==> src/shared/bic_pkg.sv <==
// Package: constants, field layout and types for the boot interface config block
`default_nettype none
package bic_pkg;
  // ==========================================================
  // Command codes
  localparam logic [7:0] CMD_READ_ANY = 8'h65;  // Read-any-register
  localparam logic [7:0] CMD_WRITE_ANY = 8'h71; // Write-any-register

  // ==========================================================
  // Field positions inside the config byte
  localparam int ADDR_LEN_BIT = 7;   // 1 = four address bytes
  localparam int WIDE_INSTR_BIT = 6; // 1 = four-wire protocol
  localparam int LINE3_RST_BIT = 5;  // 1 = line 3 is a reset input
  localparam int RSVD_BIT = 4;       // Reserved, reads zero
  localparam int DUMMY_MSB = 3;      // Dummy count field top bit
  localparam int DUMMY_LSB = 0;      // Dummy count field low bit

  // ==========================================================
  // Reset values and masks
  localparam logic [7:0] BOOT_RESET = 8'h08;  // Unprogrammed state, dummy code 8
  localparam logic [7:0] RSVD_MASK = 8'h10;   // Reserved bit mask
  localparam logic BOOT_QUAD_RESET = 1'b0;    // Unprogrammed quad-width default
  localparam int ADDR_BYTES_SHORT = 3;        // Address bytes when addr_len = 0
  localparam int ADDR_BYTES_LONG = 4;         // Address bytes when addr_len = 1

  // ==========================================================
  // Register addresses seen by the two commands
  localparam logic [31:0] BOOT_REG_ADDR = 32'h00000003; // Non-volatile copy
  localparam logic [31:0] LIVE_REG_ADDR = 32'h00800003; // Volatile copy

  // ==========================================================
  // Timing: one-time programming busy time
  localparam int PROG_TIME_NS = 1000;                 // Programming time
  localparam int CLK_PERIOD_NS = 5;                   // 200 MHz reference clock
  localparam int PROG_CYCLES = (PROG_TIME_NS + CLK_PERIOD_NS - 1) / CLK_PERIOD_NS;

  // ==========================================================
  // Types
  typedef struct packed {
    logic addr_len;        // Configurable-address commands use 4 bytes
    logic wide_instr;      // Four-wire protocol for every transfer
    logic line3_reset_en;  // Line 3 doubles as hardware reset
    logic rsvd;            // Reserved
    logic [3:0] dummy_count; // Dummy cycles in variable-latency reads
  } bic_cfg_s;

  typedef enum logic [5:0] {
    ST_IDLE = 6'h01,   // Chip select high
    ST_CMD = 6'h02,    // Shifting in command byte
    ST_ADDR = 6'h04,   // Shifting in address
    ST_DUMMY = 6'h08,  // Dummy cycles before read data
    ST_DATA = 6'h10,   // Register data in or out
    ST_IGNORE = 6'h20  // Rest of frame ignored
  } bic_state_e;
endpackage : bic_pkg
`default_nettype wire

==> src/logic/bic_boot_config.sv <==
// Boot interface configuration register with serial register access
// Function
// RL1 - Read 65h and write 71h register commands
// RL2 - Bit 7 boot address length, default 0
// RL3 - Length applies to configurable-address commands only
// RL4 - Programmed bit 7 boots four-byte mode
// RL5 - Bit 6 boot four-wire protocol, default 0
// RL6 - Programming bit 6 also programs quad default
// RL7 - Host enters four-wire via live bit
// RL8 - Host polls busy after boot programming
// RL9 - Live bit clears; boot bit never returns
// RL10 - Bit 5 enables line 3 reset input
// RL11 - Bit 4 reserved, reads zero
// RL12 - Bits 3:0 set dummy cycle count
// RL13 - Bit 3 defaults one, programmable once
// RL14 - Dummy count applies to variable-latency reads
// RL15 - Host clock limit for plain reads
// RL16 - Host clock limit for mode-cycle reads
// RL17 - Host avoids code 0 for DDR
// RL18 - Boot copy loads live copy on resets
// RL19 - Each boot bit is one-time programmable
// RL20 - Setting live four-wire bit sets live quad
// RL21 - Attempts to revert boot bits are ignored
`default_nettype none
module bic_boot_config #(
  parameter int PROG_CYCLES = bic_pkg::PROG_CYCLES // Busy time after boot programming
) (
  // Clock and reset
  input wire logic ref_clk,
  input wire logic rstn,
  // Serial link pins
  input wire logic sck,
  input wire logic cs_n,
  input wire logic si,
  output logic so,
  output logic so_oe,
  // Line 3 reset pin, active low
  input wire logic line3_rst_n,
  // Software reset request, one-cycle pulse from local logic
  input wire logic sw_reset,
  // Configuration seen by the rest of the device
  output bic_pkg::bic_cfg_s live_cfg,
  output bic_pkg::bic_cfg_s boot_cfg,
  output logic live_quad_width,
  output logic boot_quad_width,
  output logic busy
);

  // ==========================================================
  // Declarations
  logic sck_s1, sck_s2, sck_s3; // sck synchroniser plus edge history
  logic cs_s1, cs_s2;           // cs_n synchroniser
  logic si_s1, si_s2;           // si synchroniser
  logic rst3_s1, rst3_s2;       // Line 3 reset synchroniser
  logic sck_rise, sck_fall;     // Link clock edges in the reference domain
  bic_pkg::bic_state_e state_q; // Frame state
  logic [5:0] cnt_q;            // Bit counter within a phase
  logic [7:0] cmd_q;            // Command shift register
  logic [31:0] addr_q;          // Address shift register
  logic is_write_q;             // Frame is a write-any
  logic [7:0] tx_q;             // Read data, rotated out
  logic [7:0] rx_next;          // Write data including the current bit
  logic [31:0] addr_next;       // Address including the current bit
  logic [5:0] addr_last;        // Index of final address bit
  logic [7:0] read_val;         // Register selected by the address
  logic wr_boot, wr_live;       // Commit strobes for the two copies
  logic [7:0] boot_merged;      // Boot value after one-time merge
  logic hw_reset;               // Line 3 reset is being asserted
  logic reload;                 // Load live copy from boot copy
  logic [$clog2(PROG_CYCLES+1)-1:0] busy_cnt_q; // Programming time left

  // ==========================================================
  // Functions
  // Address match; short addressing compares only the low three bytes
  function automatic logic addr_hit(input logic [31:0] a, input logic [31:0] t,
                                    input logic four);
    addr_hit = four ? (a == t) : (a[23:0] == t[23:0]);
  endfunction

  // Bits may only leave their unprogrammed value, never return
  function automatic logic [7:0] otp_merge(input logic [7:0] old, input logic [7:0] req);
    logic [7:0] moved;
    moved = (old ^ bic_pkg::BOOT_RESET) | (req ^ bic_pkg::BOOT_RESET); // [RL19]
    otp_merge = (bic_pkg::BOOT_RESET ^ moved) & ~bic_pkg::RSVD_MASK; // [RL11]
  endfunction

  // ==========================================================
  // Pin synchronisers: two flops before any logic looks
  always_ff @(posedge ref_clk or negedge rstn) begin
    if (!rstn) begin
      sck_s1 <= 1'b0;
      sck_s2 <= 1'b0;
      sck_s3 <= 1'b0;
      cs_s1 <= 1'b1;
      cs_s2 <= 1'b1;
      si_s1 <= 1'b0;
      si_s2 <= 1'b0;
      rst3_s1 <= 1'b1;
      rst3_s2 <= 1'b1;
    end else begin
      sck_s1 <= sck;
      sck_s2 <= sck_s1;
      sck_s3 <= sck_s2;
      cs_s1 <= cs_n;
      cs_s2 <= cs_s1;
      si_s1 <= si;
      si_s2 <= si_s1;
      rst3_s1 <= line3_rst_n;
      rst3_s2 <= rst3_s1;
    end
  end

  assign sck_rise = sck_s2 & ~sck_s3;
  assign sck_fall = ~sck_s2 & sck_s3;

  // ==========================================================
  // Combinational helpers
  assign rx_next = {tx_q[6:0], si_s2};
  assign addr_next = {addr_q[30:0], si_s2};
  // Address width follows the live length bit for these commands
  assign addr_last = live_cfg.addr_len ? 6'(bic_pkg::ADDR_BYTES_LONG * 8 - 1)
                                       : 6'(bic_pkg::ADDR_BYTES_SHORT * 8 - 1); // [RL3]

  // Readback picks whichever copy the address names; others read zero
  always_comb begin
    if (addr_hit(addr_next, bic_pkg::BOOT_REG_ADDR, live_cfg.addr_len)) begin
      read_val = boot_cfg;
    end else if (addr_hit(addr_next, bic_pkg::LIVE_REG_ADDR, live_cfg.addr_len)) begin
      read_val = live_cfg;
    end else begin
      read_val = 8'h00;
    end
  end

  // Writes commit on the eighth data bit while chip select is still low
  always_comb begin
    wr_boot = 1'b0;
    wr_live = 1'b0;
    if (state_q == bic_pkg::ST_DATA && is_write_q && sck_rise && cnt_q == 6'h07
        && !cs_s2) begin
      wr_boot = addr_hit(addr_q, bic_pkg::BOOT_REG_ADDR, live_cfg.addr_len) && !busy; // [RL1]
      wr_live = addr_hit(addr_q, bic_pkg::LIVE_REG_ADDR, live_cfg.addr_len); // [RL1]
    end
  end

  assign boot_merged = otp_merge(boot_cfg, rx_next);
  // Line 3 only acts as reset while it carries no data
  assign hw_reset = live_cfg.line3_reset_en && !rst3_s2
                    && (cs_s2 || !live_quad_width); // [RL10]
  assign reload = sw_reset || hw_reset;

  // ==========================================================
  // Frame state machine and shift registers
  always_ff @(posedge ref_clk or negedge rstn) begin
    if (!rstn) begin
      state_q <= bic_pkg::ST_IDLE;
      cnt_q <= 6'h00;
      cmd_q <= 8'h00;
      addr_q <= 32'h00000000;
      is_write_q <= 1'b0;
      tx_q <= 8'h00;
    end else if (cs_s2) begin
      // Deselect ends any frame
      state_q <= bic_pkg::ST_IDLE;
      cnt_q <= 6'h00;
    end else begin
      case (state_q)
        bic_pkg::ST_IDLE: begin
          state_q <= bic_pkg::ST_CMD;
          cnt_q <= 6'h00;
        end
        bic_pkg::ST_CMD: if (sck_rise) begin
          cmd_q <= {cmd_q[6:0], si_s2};
          cnt_q <= cnt_q + 6'h01;
          if (cnt_q == 6'h07) begin
            cnt_q <= 6'h00;
            // Only serial instructions are decoded here; wide decode lives upstream
            if ({cmd_q[6:0], si_s2} == bic_pkg::CMD_READ_ANY) begin // [RL1]
              state_q <= bic_pkg::ST_ADDR;
              is_write_q <= 1'b0;
            end else if ({cmd_q[6:0], si_s2} == bic_pkg::CMD_WRITE_ANY) begin // [RL1]
              state_q <= bic_pkg::ST_ADDR;
              is_write_q <= 1'b1;
            end else begin
              state_q <= bic_pkg::ST_IGNORE;
            end
          end
        end
        bic_pkg::ST_ADDR: if (sck_rise) begin
          addr_q <= addr_next;
          cnt_q <= cnt_q + 6'h01;
          if (cnt_q == addr_last) begin
            cnt_q <= 6'h00;
            tx_q <= read_val;
            if (is_write_q || live_cfg.dummy_count == 4'h0) begin
              state_q <= bic_pkg::ST_DATA;
            end else begin
              state_q <= bic_pkg::ST_DUMMY; // [RL14]
            end
          end
        end
        bic_pkg::ST_DUMMY: if (sck_rise) begin
          cnt_q <= cnt_q + 6'h01;
          // Live dummy count sets the read-any latency
          if (cnt_q == {2'b00, live_cfg.dummy_count} - 6'h01) begin // [RL12] [RL14]
            cnt_q <= 6'h00;
            state_q <= bic_pkg::ST_DATA;
          end
        end
        bic_pkg::ST_DATA: begin
          if (is_write_q && sck_rise) begin
            tx_q <= rx_next;
            cnt_q <= cnt_q + 6'h01;
            if (cnt_q == 6'h07) begin
              state_q <= bic_pkg::ST_IGNORE;
            end
          end else if (!is_write_q && sck_fall) begin
            // Reads rotate so the same byte repeats while clocked
            tx_q <= {tx_q[6:0], tx_q[7]};
          end
        end
        bic_pkg::ST_IGNORE: begin
          cnt_q <= 6'h00;
        end
        default: begin
          state_q <= bic_pkg::ST_IDLE;
        end
      endcase
    end
  end

  // ==========================================================
  // Serial output: driven on falling edges during read data
  always_ff @(posedge ref_clk or negedge rstn) begin
    if (!rstn) begin
      so <= 1'b0;
      so_oe <= 1'b0;
    end else if (cs_s2 || state_q != bic_pkg::ST_DATA || is_write_q) begin
      so_oe <= 1'b0;
    end else if (sck_fall) begin
      so <= tx_q[7];
      so_oe <= 1'b1;
    end
  end

  // ==========================================================
  // Boot (one-time) copy; never touched by hardware or software reset
  always_ff @(posedge ref_clk or negedge rstn) begin
    if (!rstn) begin
      boot_cfg <= bic_pkg::BOOT_RESET; // [RL2] [RL5] [RL13]
      boot_quad_width <= bic_pkg::BOOT_QUAD_RESET;
    end else if (wr_boot) begin
      // Reverting bits are dropped, others take the written value
      boot_cfg <= boot_merged; // [RL9] [RL13] [RL21]
      if (boot_merged[bic_pkg::WIDE_INSTR_BIT]) begin
        boot_quad_width <= 1'b1; // [RL6]
      end
    end
  end

  // ==========================================================
  // Busy timer after a boot write; host polls this
  always_ff @(posedge ref_clk or negedge rstn) begin
    if (!rstn) begin
      busy_cnt_q <= '0;
      busy <= 1'b0;
    end else if (wr_boot) begin
      busy_cnt_q <= ($clog2(PROG_CYCLES+1))'(PROG_CYCLES); // [RL8]
      busy <= 1'b1;
    end else if (busy_cnt_q != '0) begin
      busy_cnt_q <= busy_cnt_q - ($clog2(PROG_CYCLES+1))'(1);
      busy <= (busy_cnt_q != ($clog2(PROG_CYCLES+1))'(1));
    end else begin
      busy <= 1'b0;
    end
  end

  // ==========================================================
  // Live copy: loaded from boot on any reset, else written directly
  always_ff @(posedge ref_clk or negedge rstn) begin
    if (!rstn) begin
      live_cfg <= bic_pkg::BOOT_RESET; // [RL18]
      live_quad_width <= bic_pkg::BOOT_QUAD_RESET;
    end else if (reload) begin
      // Boot copy decides address length, protocol and latency
      live_cfg <= boot_cfg; // [RL4] [RL18]
      live_quad_width <= boot_quad_width; // [RL18]
    end else if (wr_live) begin
      live_cfg <= rx_next & ~bic_pkg::RSVD_MASK; // [RL7] [RL9] [RL11]
      if (rx_next[bic_pkg::WIDE_INSTR_BIT]) begin
        live_quad_width <= 1'b1; // [RL20]
      end
    end
  end

endmodule : bic_boot_config
`default_nettype wire

==> config.mk <==
export PLATFORM = sky130hd
export DESIGN_NAME = bic_boot_config
export DESIGN_NICKNAME = d
export VERILOG_FILES = /design/src/shared/bic_pkg.sv /design/src/logic/bic_boot_config.sv
export SDC_FILE = /design/constraint.sdc
export NUM_CORES = 1
export LEC_CHECK = 0
export BUFFER_PORTS_ARGS = -buffer_cell sky130_fd_sc_hd__buf_2
export CAP_MARGIN = 20
export CORE_MARGIN = 3
export CORE_UTILIZATION = 35
export DETAILED_ROUTE_END_ITERATION = 12
export HOLD_SLACK_MARGIN = 0.15
export RECOVER_POWER = 50
export SYNTH_ARGS = -nofsm -noshare
export SYNTH_HDL_FRONTEND = slang
export SYNTH_SLANG_ARGS = --single-unit
==> constraint.sdc <==
create_clock -name ref_clk -period 2.35 [get_ports ref_clk]
set_input_delay 0.235 -clock ref_clk [delete_from_list [all_inputs] [get_ports ref_clk]]
set_output_delay 0.235 -clock ref_clk [all_outputs]
set_load 0.02 [all_outputs]
Word level (Yosys, flattened, before mapping)
Cells that the tools add are included.
{"block": "totals", "regBits": 97, "input_bits": 7, "elab_cells": 163}
{"block": "classes", "add_sub_neg": 3, "n_eq_ne": 33, "mux": 49, "n_bitwise": 10, "n_reduce_logical": 38}
{"operator": "$mux W6", "n": 19}
{"operator": "$mux W8", "n": 10}
{"operator": "$eq A32 B2 Y1 const B", "n": 2}
{"operator": "$eq A32 B24 Y1 const B", "n": 2}
{"operator": "$eq A24 B2 Y1 const B", "n": 2}
{"operator": "$eq A24 B24 Y1 const B", "n": 2}
{"operator": "$pmux W6 S6", "n": 1}
{"operator": "$pmux W6 S5", "n": 1}
{"operator": "$ne A3 B3 Y1 const B", "n": 6}
{"operator": "$eq A8 B7 Y1 const B", "n": 2}
{"operator": "$pmux W8 S2", "n": 1}
{"operator": "$mux W1", "n": 15}
{"operator": "$reduce_and A5 Y1", "n": 3}
{"operator": "$eq A6 B3 Y1 const B", "n": 2}
{"operator": "$reduce_bool A2 Y1", "n": 6}
{"operator": "$logic_and A1 B1 Y1", "n": 9}
{"operator": "$reduce_and A9 Y1", "n": 1}
{"operator": "$ne A8 B1 Y1 const B", "n": 1}
{"operator": "$or A8 B8 Y8", "n": 1}
{"operator": "$reduce_bool A8 Y1", "n": 1}
{"operator": "$sub A8 B1 Y8 const B", "n": 1}
{"operator": "$not A1 Y1", "n": 7}
{"operator": "$add A6 B1 Y6 const B", "n": 1}
{"operator": "$eq A6 B1 Y1 const B", "n": 1}
{"operator": "other kinds (21)", "n": 36}

Longest topological paths before layout
Gate-level depths: netlist of the first run.
{"block": "logic_depth", "word_depth": 8, "mapped_depth": 9}

Worst setup path before layout of the first run
OpenSTA, ideal clock, no wires.
{"block": "synth_timing", "path_kind": "register -> register", "start": "register live_cfg[0] in the netlist's numbering", "end": "register cnt_q[5]", "setup_ps": 69, "t_arrival_ps": 2201, "required_ps": 2281, "setup_slack_ps": 81, "path_stages_with_launch": 10, "period_less_slack_ps": 2269, "cell_sequence": "dfrtp_1 inv_1 ha_1 xor2_1 o211ai_1 a21oi_1 o21bai_1 a31oi_1 or4b_1 nand3_1"}
{"block": "synth_via", "elab_chain_len": 6}
{"element": "from (decl)", "line": "bic_boot_config.sv:42", "source": "output bic_pkg::bic_cfg_s live_cfg,"}
{"element": "from (signal assigned)", "line": "bic_boot_config.sv:282", "source": "live_cfg <= bic_pkg::BOOT_RESET;"}
{"element": "from (signal assigned)", "line": "bic_boot_config.sv:286", "source": "live_cfg <= boot_cfg;"}
{"element": "from (signal assigned)", "line": "bic_boot_config.sv:289", "source": "live_cfg <= rx_next & ~bic_pkg::RSVD_MASK;"}
{"element": "$sub A4 B1 Y5", "line": "bic_boot_config.sv:205", "source": "if (cnt_q == {2'b00, live_cfg.dummy_count} - 6'h01) begin"}
{"element": "$eq A6 B6 Y1", "line": "bic_boot_config.sv:205"}
{"element": "$mux W6", "line": "bic_boot_config.sv:205"}
{"element": "$mux W6", "line": "bic_boot_config.sv:202", "source": "bic_pkg::ST_DUMMY: if (sck_rise) begin"}
{"element": "$pmux W6 S5", "line": "bic_boot_config.sv:167", "source": "case (state_q)"}
{"element": "$mux W6", "line": "bic_boot_config.sv:162", "source": "end else if (cs_s2) begin"}
{"element": "to (signal assigned)", "line": "bic_boot_config.sv:174", "source": "cnt_q <= cnt_q + 6'h01;"}
{"element": "to (signal assigned)", "line": "bic_boot_config.sv:203", "source": "cnt_q <= cnt_q + 6'h01;"}
{"element": "to (signal assigned)", "line": "bic_boot_config.sv:213", "source": "cnt_q <= cnt_q + 6'h01;"}
{"element": "to (decl)", "line": "bic_boot_config.sv:57", "source": "logic [5:0] cnt_q;"}
No other way between the ends. The select of a mux whose other input is x is not followed.
A chain may end at the register's enable or synchronous reset.

Worst setup path after layout of the first run
{"block": "layout_timing", "start": "register addr_q[27]", "end": "register live_cfg[7] in the netlist's numbering"}
{"block": "layout_via", "elab_chain_len": 4}
{"element": "from (decl)", "line": "bic_boot_config.sv:59", "source": "logic [31:0] addr_q;"}
{"element": "from (signal assigned)", "line": "bic_boot_config.sv:190", "source": "addr_q <= addr_next;"}
{"element": "$eq A32 B24 Y1", "line": "bic_boot_config.sv:77", "source": "addr_hit = four ? (a == t) : (a[23:0] == t[23:0]);"}
{"element": "$mux W1", "line": "bic_boot_config.sv:77"}
{"element": "$mux W1", "line": "bic_boot_config.sv:139", "source": "if (state_q == bic_pkg::ST_DATA && is_write_q && sck_rise && cnt_q == 6'h07"}
{"element": "$reduce_bool A2 Y1 (no source line)"}
No other way between the ends.

==> metrics.cfg, run 1 <==
[global_route]
grt_pass1_vias = 3315
antenna_found_initial = 0
grt_use_total_pct = 14.29
grt_max_degree = 49
grt_pass1_wl_um = 16720
grt_remaining_overflow = 0

[finish]
multi_input_area_sq_um = 2087
antenna_cells = 0
final_net_count = 484
area_delta_synth_final_pct = 18.01
mostFrequentLayoutCell = dfrtp_1
layout_common_cells = dfrtp_1 (86), mux2_2 (41), nor2_1 (28)
drive_gt1_share_pct = 26.83
stdcell_count = 649
seqCellArea_sq_um = 2415
fill_cells = 1232

[critical_path]
crit_path_cell_trace = or4_1 -> or4_4 -> o21ai_2 -> nand4_1 -> or2_4 -> mux2i_1 -> a21oi_1
crit_path_max_incr_delay_ns = 0.51
slowest_stage = or4_1
critPathKind = reg2reg
cp-start-kind = flop
cp_max_fo = 8
worstPathArrival_ns = 2.52
end_kind = flop
required_ns = 2.55

[logic_synthesis]
ys_ff_latch = 96
ys_seq_area_share_pct = 51.87
syn_area_sq_um = 4648
async_reset_ff_share_pct = 100.0
yosysWarnings = 0
avgSynthCellArea_sq_um = 10.94
synth_edf_count = 0
synthCells = 425
ys.flop_type = dfrtp_1
yosysUniqueCellTypes = 59

[cts]
cts_root_buffer = clkbuf_16
cts.clk_slew.worst_paths_ns = 0.07
cts_tree = yes
htreeDepth = 3
cts_buffers = 9
cts_max_path_buffers = 2
clk_latency_ns = 0.35
cts_sinks = 96

[status]
status = finished, final reports clean

[power_and_ir_drop]
switchingPower_mw = 0.9457
peakVddDrop_mv = 0.3218
power.density_nw_per_um2 = 697.6
p_leak_nw = 2.606
pwr-share-clk_pct = 41.8
power.share.sequential_pct = 46.4
power.internal_mw = 2.881
p_comb_share_pct = 11.8
p_sw_share_pct = 24.71
total_power_mw = 3.827

[sta]
skew_ns = 0.008013
drv_slew = 0
slew_headroom_pct = 18.94
worst_slew_pin_slew_ns = 1.216
rsz0062_at_grt = true
finalCritPeriodShare_pct = 98.67
finalHoldViolations = 0
fmax_mhz = 431.3
period_minus_slack_ns = 2.319
worst_slack_ns = 0.03126
setup_violations = 0

[floorplan]
die-area_sq_um = 14700
top_level_ports = 28
start_util_pct = 36.24
rows = 41
coreArea_sq_um = 12820
die-width_um = 121.2
die_y_um = 121.2

[detailed_routing]
ant_nets = 0
vias_per_cell = 5.166
drc = 0
routedWlPerCell_um = 15.15
route.vias.total = 3353
wl_um = 9830
drtPass1Iterations = 4
first_iter_violations = 247

[placed_design]
hpwlAfterDp_um = 6792
port_buffers = 25
preCtsSetupSlack_ns = -0.1065
routabilityCongestion = 0.7852
placed_cells = 627

[flow_run]
cap_violations = 0

[hold_path]
hold_class = in2reg

[power by group through the flow]
stage	clock (mW)	combinational, mW	sequential (mW)
global route	1.72	0.504	1.78
detailed placement	0	0.447	1.81
CTS	1.65	0.457	1.77
floorplan	0	0.267	1.80
finish	1.60	0.452	1.78
global placement	0	0.444	1.80
[stage by stage]
| step | hold slack, ns | instance area (sq um) | TNS, ns | util (%) |
|---|---|---|---|---|
| after floorplan | -0.06059 | 4652 | 0 | - |
| after global placement | 0.3121 | 5104 | -0.1194 | 39.80 |
| after detailed placement | 0.3177 | 5104 | -0.5954 | 39.80 |
| after CTS | 0.2505 | 5483 | 0 | 42.75 |
| after global routing | 0.3019 | 5485 | -0.8088 | 42.77 |
| final | 0.2707 | 5485 | 0 | 42.77 |
[cell usage after synthesis, types with 3 or more instances]
| library cell | number | share of area, % |
|---|---|---|
| nand3_1 | 13 | 1.4 |
| o31ai_1 | 4 | 0.65 |
| clkbuf_1 | 12 | 0.97 |
| a21oi_1 | 27 | 2.9 |
| nor2_1 | 29 | 2.3 |
| dfrtp_1 | 89 | 48 |
| o21bai_1 | 3 | 0.48 |
| a31oi_1 | 3 | 0.40 |
| nand3b_1 | 4 | 0.65 |
| nand4b_1 | 5 | 0.94 |
| xnor2_1 | 3 | 0.57 |
| or4_1 | 3 | 0.48 |
| inv_1 | 13 | 1.0 |
| nand2_1 | 27 | 2.2 |
| mux2_2 | 41 | 9.9 |
| a21o_1 | 7 | 1.1 |
| xor2_1 | 9 | 1.7 |
| nor3_1 | 13 | 1.4 |
| ha_1 | 5 | 1.3 |
| nand2b_1 | 5 | 0.67 |
| buf_4 | 4 | 0.65 |
| mux2i_1 | 15 | 3.2 |
| o21ai_0 | 18 | 1.9 |
| buf_2 | 5 | 0.54 |
| or3_1 | 6 | 0.81 |
| nor4_1 | 6 | 0.81 |
| dfstp_2 | 7 | 4.0 |
| o211ai_1 | 6 | 0.97 |
[worst paths after layout]
| check | startpoint | end | slack (ns) | cells past startpoint |
|---|---|---|---|---|
| hold / removal | sw_reset | live_cfg[3]$_DFFE_PN1P_ | 0.27 | 4 |
| hold reg to reg | sck_s1$_DFF_PN0_ | sck_s2$_DFF_PN0_ | 0.35 | 0 |
| max in group asynchronous | rstn | state_q[0]$_DFFE_PN1P_ | 0.45 | 3 |
| min in group asynchronous | rstn | is_write_q$_DFFE_PN0P_ | 0.68 | 2 |
| setup / recovery | addr_q[27]$_DFFE_PN0P_ | live_cfg[7]$_DFFE_PN0P_ | 0.03 | 7 |
| setup reg to reg | addr_q[27]$_DFFE_PN0P_ | live_cfg[7]$_DFFE_PN0P_ | 0.03 | 7 |
[critical path, delay by kind of cell, from the launching register on]
kind            cells  cell delay (ns)
simple gates        4             1.43
compound gates      2             0.20
flops               1             0.38
mux                 1             0.17
[layer usage]
metal	vias to the layer above	GRT usage (%)	share of wire, %	routed length, um
li1	1618	-	-	-
met1	1674	18.85	46	4512
met2	49	23.03	49	4821
met3	12	4.196	3.7	365
met4	0	3.922	1.3	131
met5	-	0	0	0
[sequential cells by signal (all words and copies together), names as in the netlist, 6 cells and up]
signal	flops
addr_q	32
boot_cfg	7
busy_cnt_q	8
cmd_q	7
cnt_q	6
live_cfg	7
state_q	6
tx_q	8
[timing repair]
item,in CTS,in global routing
resized for setup,2,8
endpoints found under the hold margin,46,0
pin swaps,0,12
hold buffers,5,0
buffers inserted,0,1
endpoints found under the setup margin,8,33
[cell type report]
type                            instances  share of cell area, %
Tap cell                              172                  3.923
Sequential cell                        96                  44.02
Clock inverter                          6                  1.597
Multi-Input combinational cell        293                  38.05
Timing Repair Buffer                   59                  7.162
Clock buffer                           10                  4.357
Inverter                               13                 0.8896
[cells by family (layout without fill, tap and decap cells)]
kind of cell,after synthesis,count (layout),share of synthesized area (%)
AO/OA/AOI/OAI,83,83,11.36
XOR/XNOR,12,12,2.261
adder cells (fa/ha/maj),5,5,1.346
buffers and inverters,37,88,3.768
flip-flops,96,96,51.87
multiplexers,56,56,13.16
other,1,2,0.08068
AND/OR/NAND/NOR,135,135,16.15
Note: power is estimated with default switching activity, not from simulation.
==> run 2: changes to the inputs <==
CTS_BUF_LIST = sky130_fd_sc_hd__clkbuf_8   (was unset)
==> metrics.cfg, run 2 (synthesis gave the netlist of run 1 again) <==
[power_and_ir_drop]
power.density_nw_per_um2 = 640.1
power.internal_mw = 2.548
p_leak_nw = 2.590
switchingPower_mw = 0.9046
p_sw_share_pct = 26.20
peakVddDrop_mv = 0.2664
power.share.sequential_pct = 51.4
pwr-share-clk_pct = 35.5
p_comb_share_pct = 13.2
total_power_mw = 3.453

[detailed_routing]
drc = 0
first_iter_violations = 226
drtPass1Iterations = 4
wl_um = 9837
route.vias.total = 3333
routedWlPerCell_um = 15.16
vias_per_cell = 5.136
ant_nets = 0

[sta]
period_minus_slack_ns = 2.329
drv_slew = 0
setup_violations = 0
fmax_mhz = 429.3
rsz0062_at_grt = true
slew_headroom_pct = 18.75
skew_ns = 0.008329
worst_slew_pin_slew_ns = 1.219
finalCritPeriodShare_pct = 99.12
finalHoldViolations = 0
worst_slack_ns = 0.02062

[critical_path]
required_ns = 2.58
cp_max_fo = 8
critPathKind = reg2reg
worstPathArrival_ns = 2.56
end_kind = flop
cp-start-kind = flop

[cts]
cts.clk_slew.worst_paths_ns = 0.09
cts_max_path_buffers = 2
cts_buffers = 9
htreeDepth = 3
clk_latency_ns = 0.37
cts_sinks = 96
cts_root_buffer = clkbuf_8
cts_tree = yes

[placed_design]
preCtsSetupSlack_ns = -0.1065
routabilityCongestion = 0.7852
hpwlAfterDp_um = 6792
port_buffers = 25

[global_route]
grt_max_degree = 49
grt_pass1_vias = 3318
grt_remaining_overflow = 0
grt_pass1_wl_um = 16650
antenna_found_initial = 0
grt_use_total_pct = 14.23

[finish]
reg.largest.list = addr_q (32), busy_cnt_q (8), tx_q (8)
antenna_cells = 0
final_net_count = 484
multi_input_area_sq_um = 2090
fill_cells = 1246
regMostFlops = addr_q
layout_common_cells = dfrtp_1 (86), mux2_2 (41), nor2_1 (28)
largest_reg_flops = 32
mostFrequentLayoutCell = dfrtp_1
drive_gt1_share_pct = 28.72
seqCellArea_sq_um = 2415
area_delta_synth_final_pct = 16.04

[status]
status = finished, final reports clean

[floorplan]
coreArea_sq_um = 12820
die-area_sq_um = 14700
start_util_pct = 36.24
die-width_um = 121.2
rows = 41
die_y_um = 121.2
top_level_ports = 28

[flow_run]
cap_violations = 0

[hold_path]
hold_class = in2reg

## run 2: power groups by stage
stage	Sequential (mW)	Clock, mW	Combinational, mW
5_1_grt	1.78	1.34	0.505
3_5_place_dp	1.81	0	0.447
2_1_floorplan	1.80	0	0.267
4_1_cts	1.77	1.27	0.457
3_3_place_gp	1.80	0	0.444
6_report	1.77	1.22	0.454
## run 2: cell type report
cell class | count | area share (%)
Sequential cell | 96 | 44.77
Multi-Input combinational cell | 293 | 38.74
Timing Repair Buffer | 59 | 7.423
Tap cell | 172 | 3.990
Clock buffer | 10 | 2.552
Clock inverter | 6 | 1.624
Inverter | 13 | 0.9047
## run 2: worst paths after layout
kind                                   startpoint                      end  slack (ns)  depth (start not counted)
setup / recovery           addr_q[27]$_DFFE_PN0P_  live_cfg[7]$_DFFE_PN0P_        0.02                          7
min in group asynchronous                    rstn          si_s2$_DFF_PN0_        0.65                          2
hold / removal                           sw_reset  live_cfg[3]$_DFFE_PN1P_        0.24                          4
hold reg to reg                  sck_s1$_DFF_PN0_         sck_s2$_DFF_PN0_        0.35                          0
max in group asynchronous                    rstn        rst3_s1$_DFF_PN1_        0.48                          3
setup reg to reg           addr_q[27]$_DFFE_PN0P_  live_cfg[7]$_DFFE_PN0P_        0.02                          7
## run 2: what timing repair did
item,CTS,global route
endpoints found under the hold margin,46,0
hold buffers,5,0
setup endpoints to repair,8,36
setup buffers,0,1
pin swaps,0,12
resized for setup,2,9
## run 2: per-stage QoR
stage	util (%)	hold WS, ns	cell area (sq um)	setup TNS (ns)	cells
2_1_floorplan	-	-0.06059	4652	0	426
3_3_place_gp	39.80	0.3121	5104	-0.1194	627
3_5_place_dp	39.80	0.3177	5104	-0.5954	627
4_1_cts	41.96	0.2108	5381	0	648
5_1_grt	42.06	0.2564	5394	-0.9467	649
6_report	42.06	0.2449	5394	0	649
## run 2: worst max-delay path, cell delays in order (launching register included)
cell,delay (ns)
dfrtp_1,0.39
or4_1,0.52
or4_4,0.43
o21ai_2,0.12
nand4_1,0.13
or2_4,0.36
mux2i_1,0.17
a21oi_1,0.08
## run 2: metal layers
metal / track usage, % / wire length (um) / vias to the layer above
li1: - / - / 1615
met1: 18.53 / 4520 / 1645
met2: 23.06 / 4764 / 60
met3: 4.289 / 399 / 13
met4: 3.992 / 152 / 0
met5: 0 / 0 / -
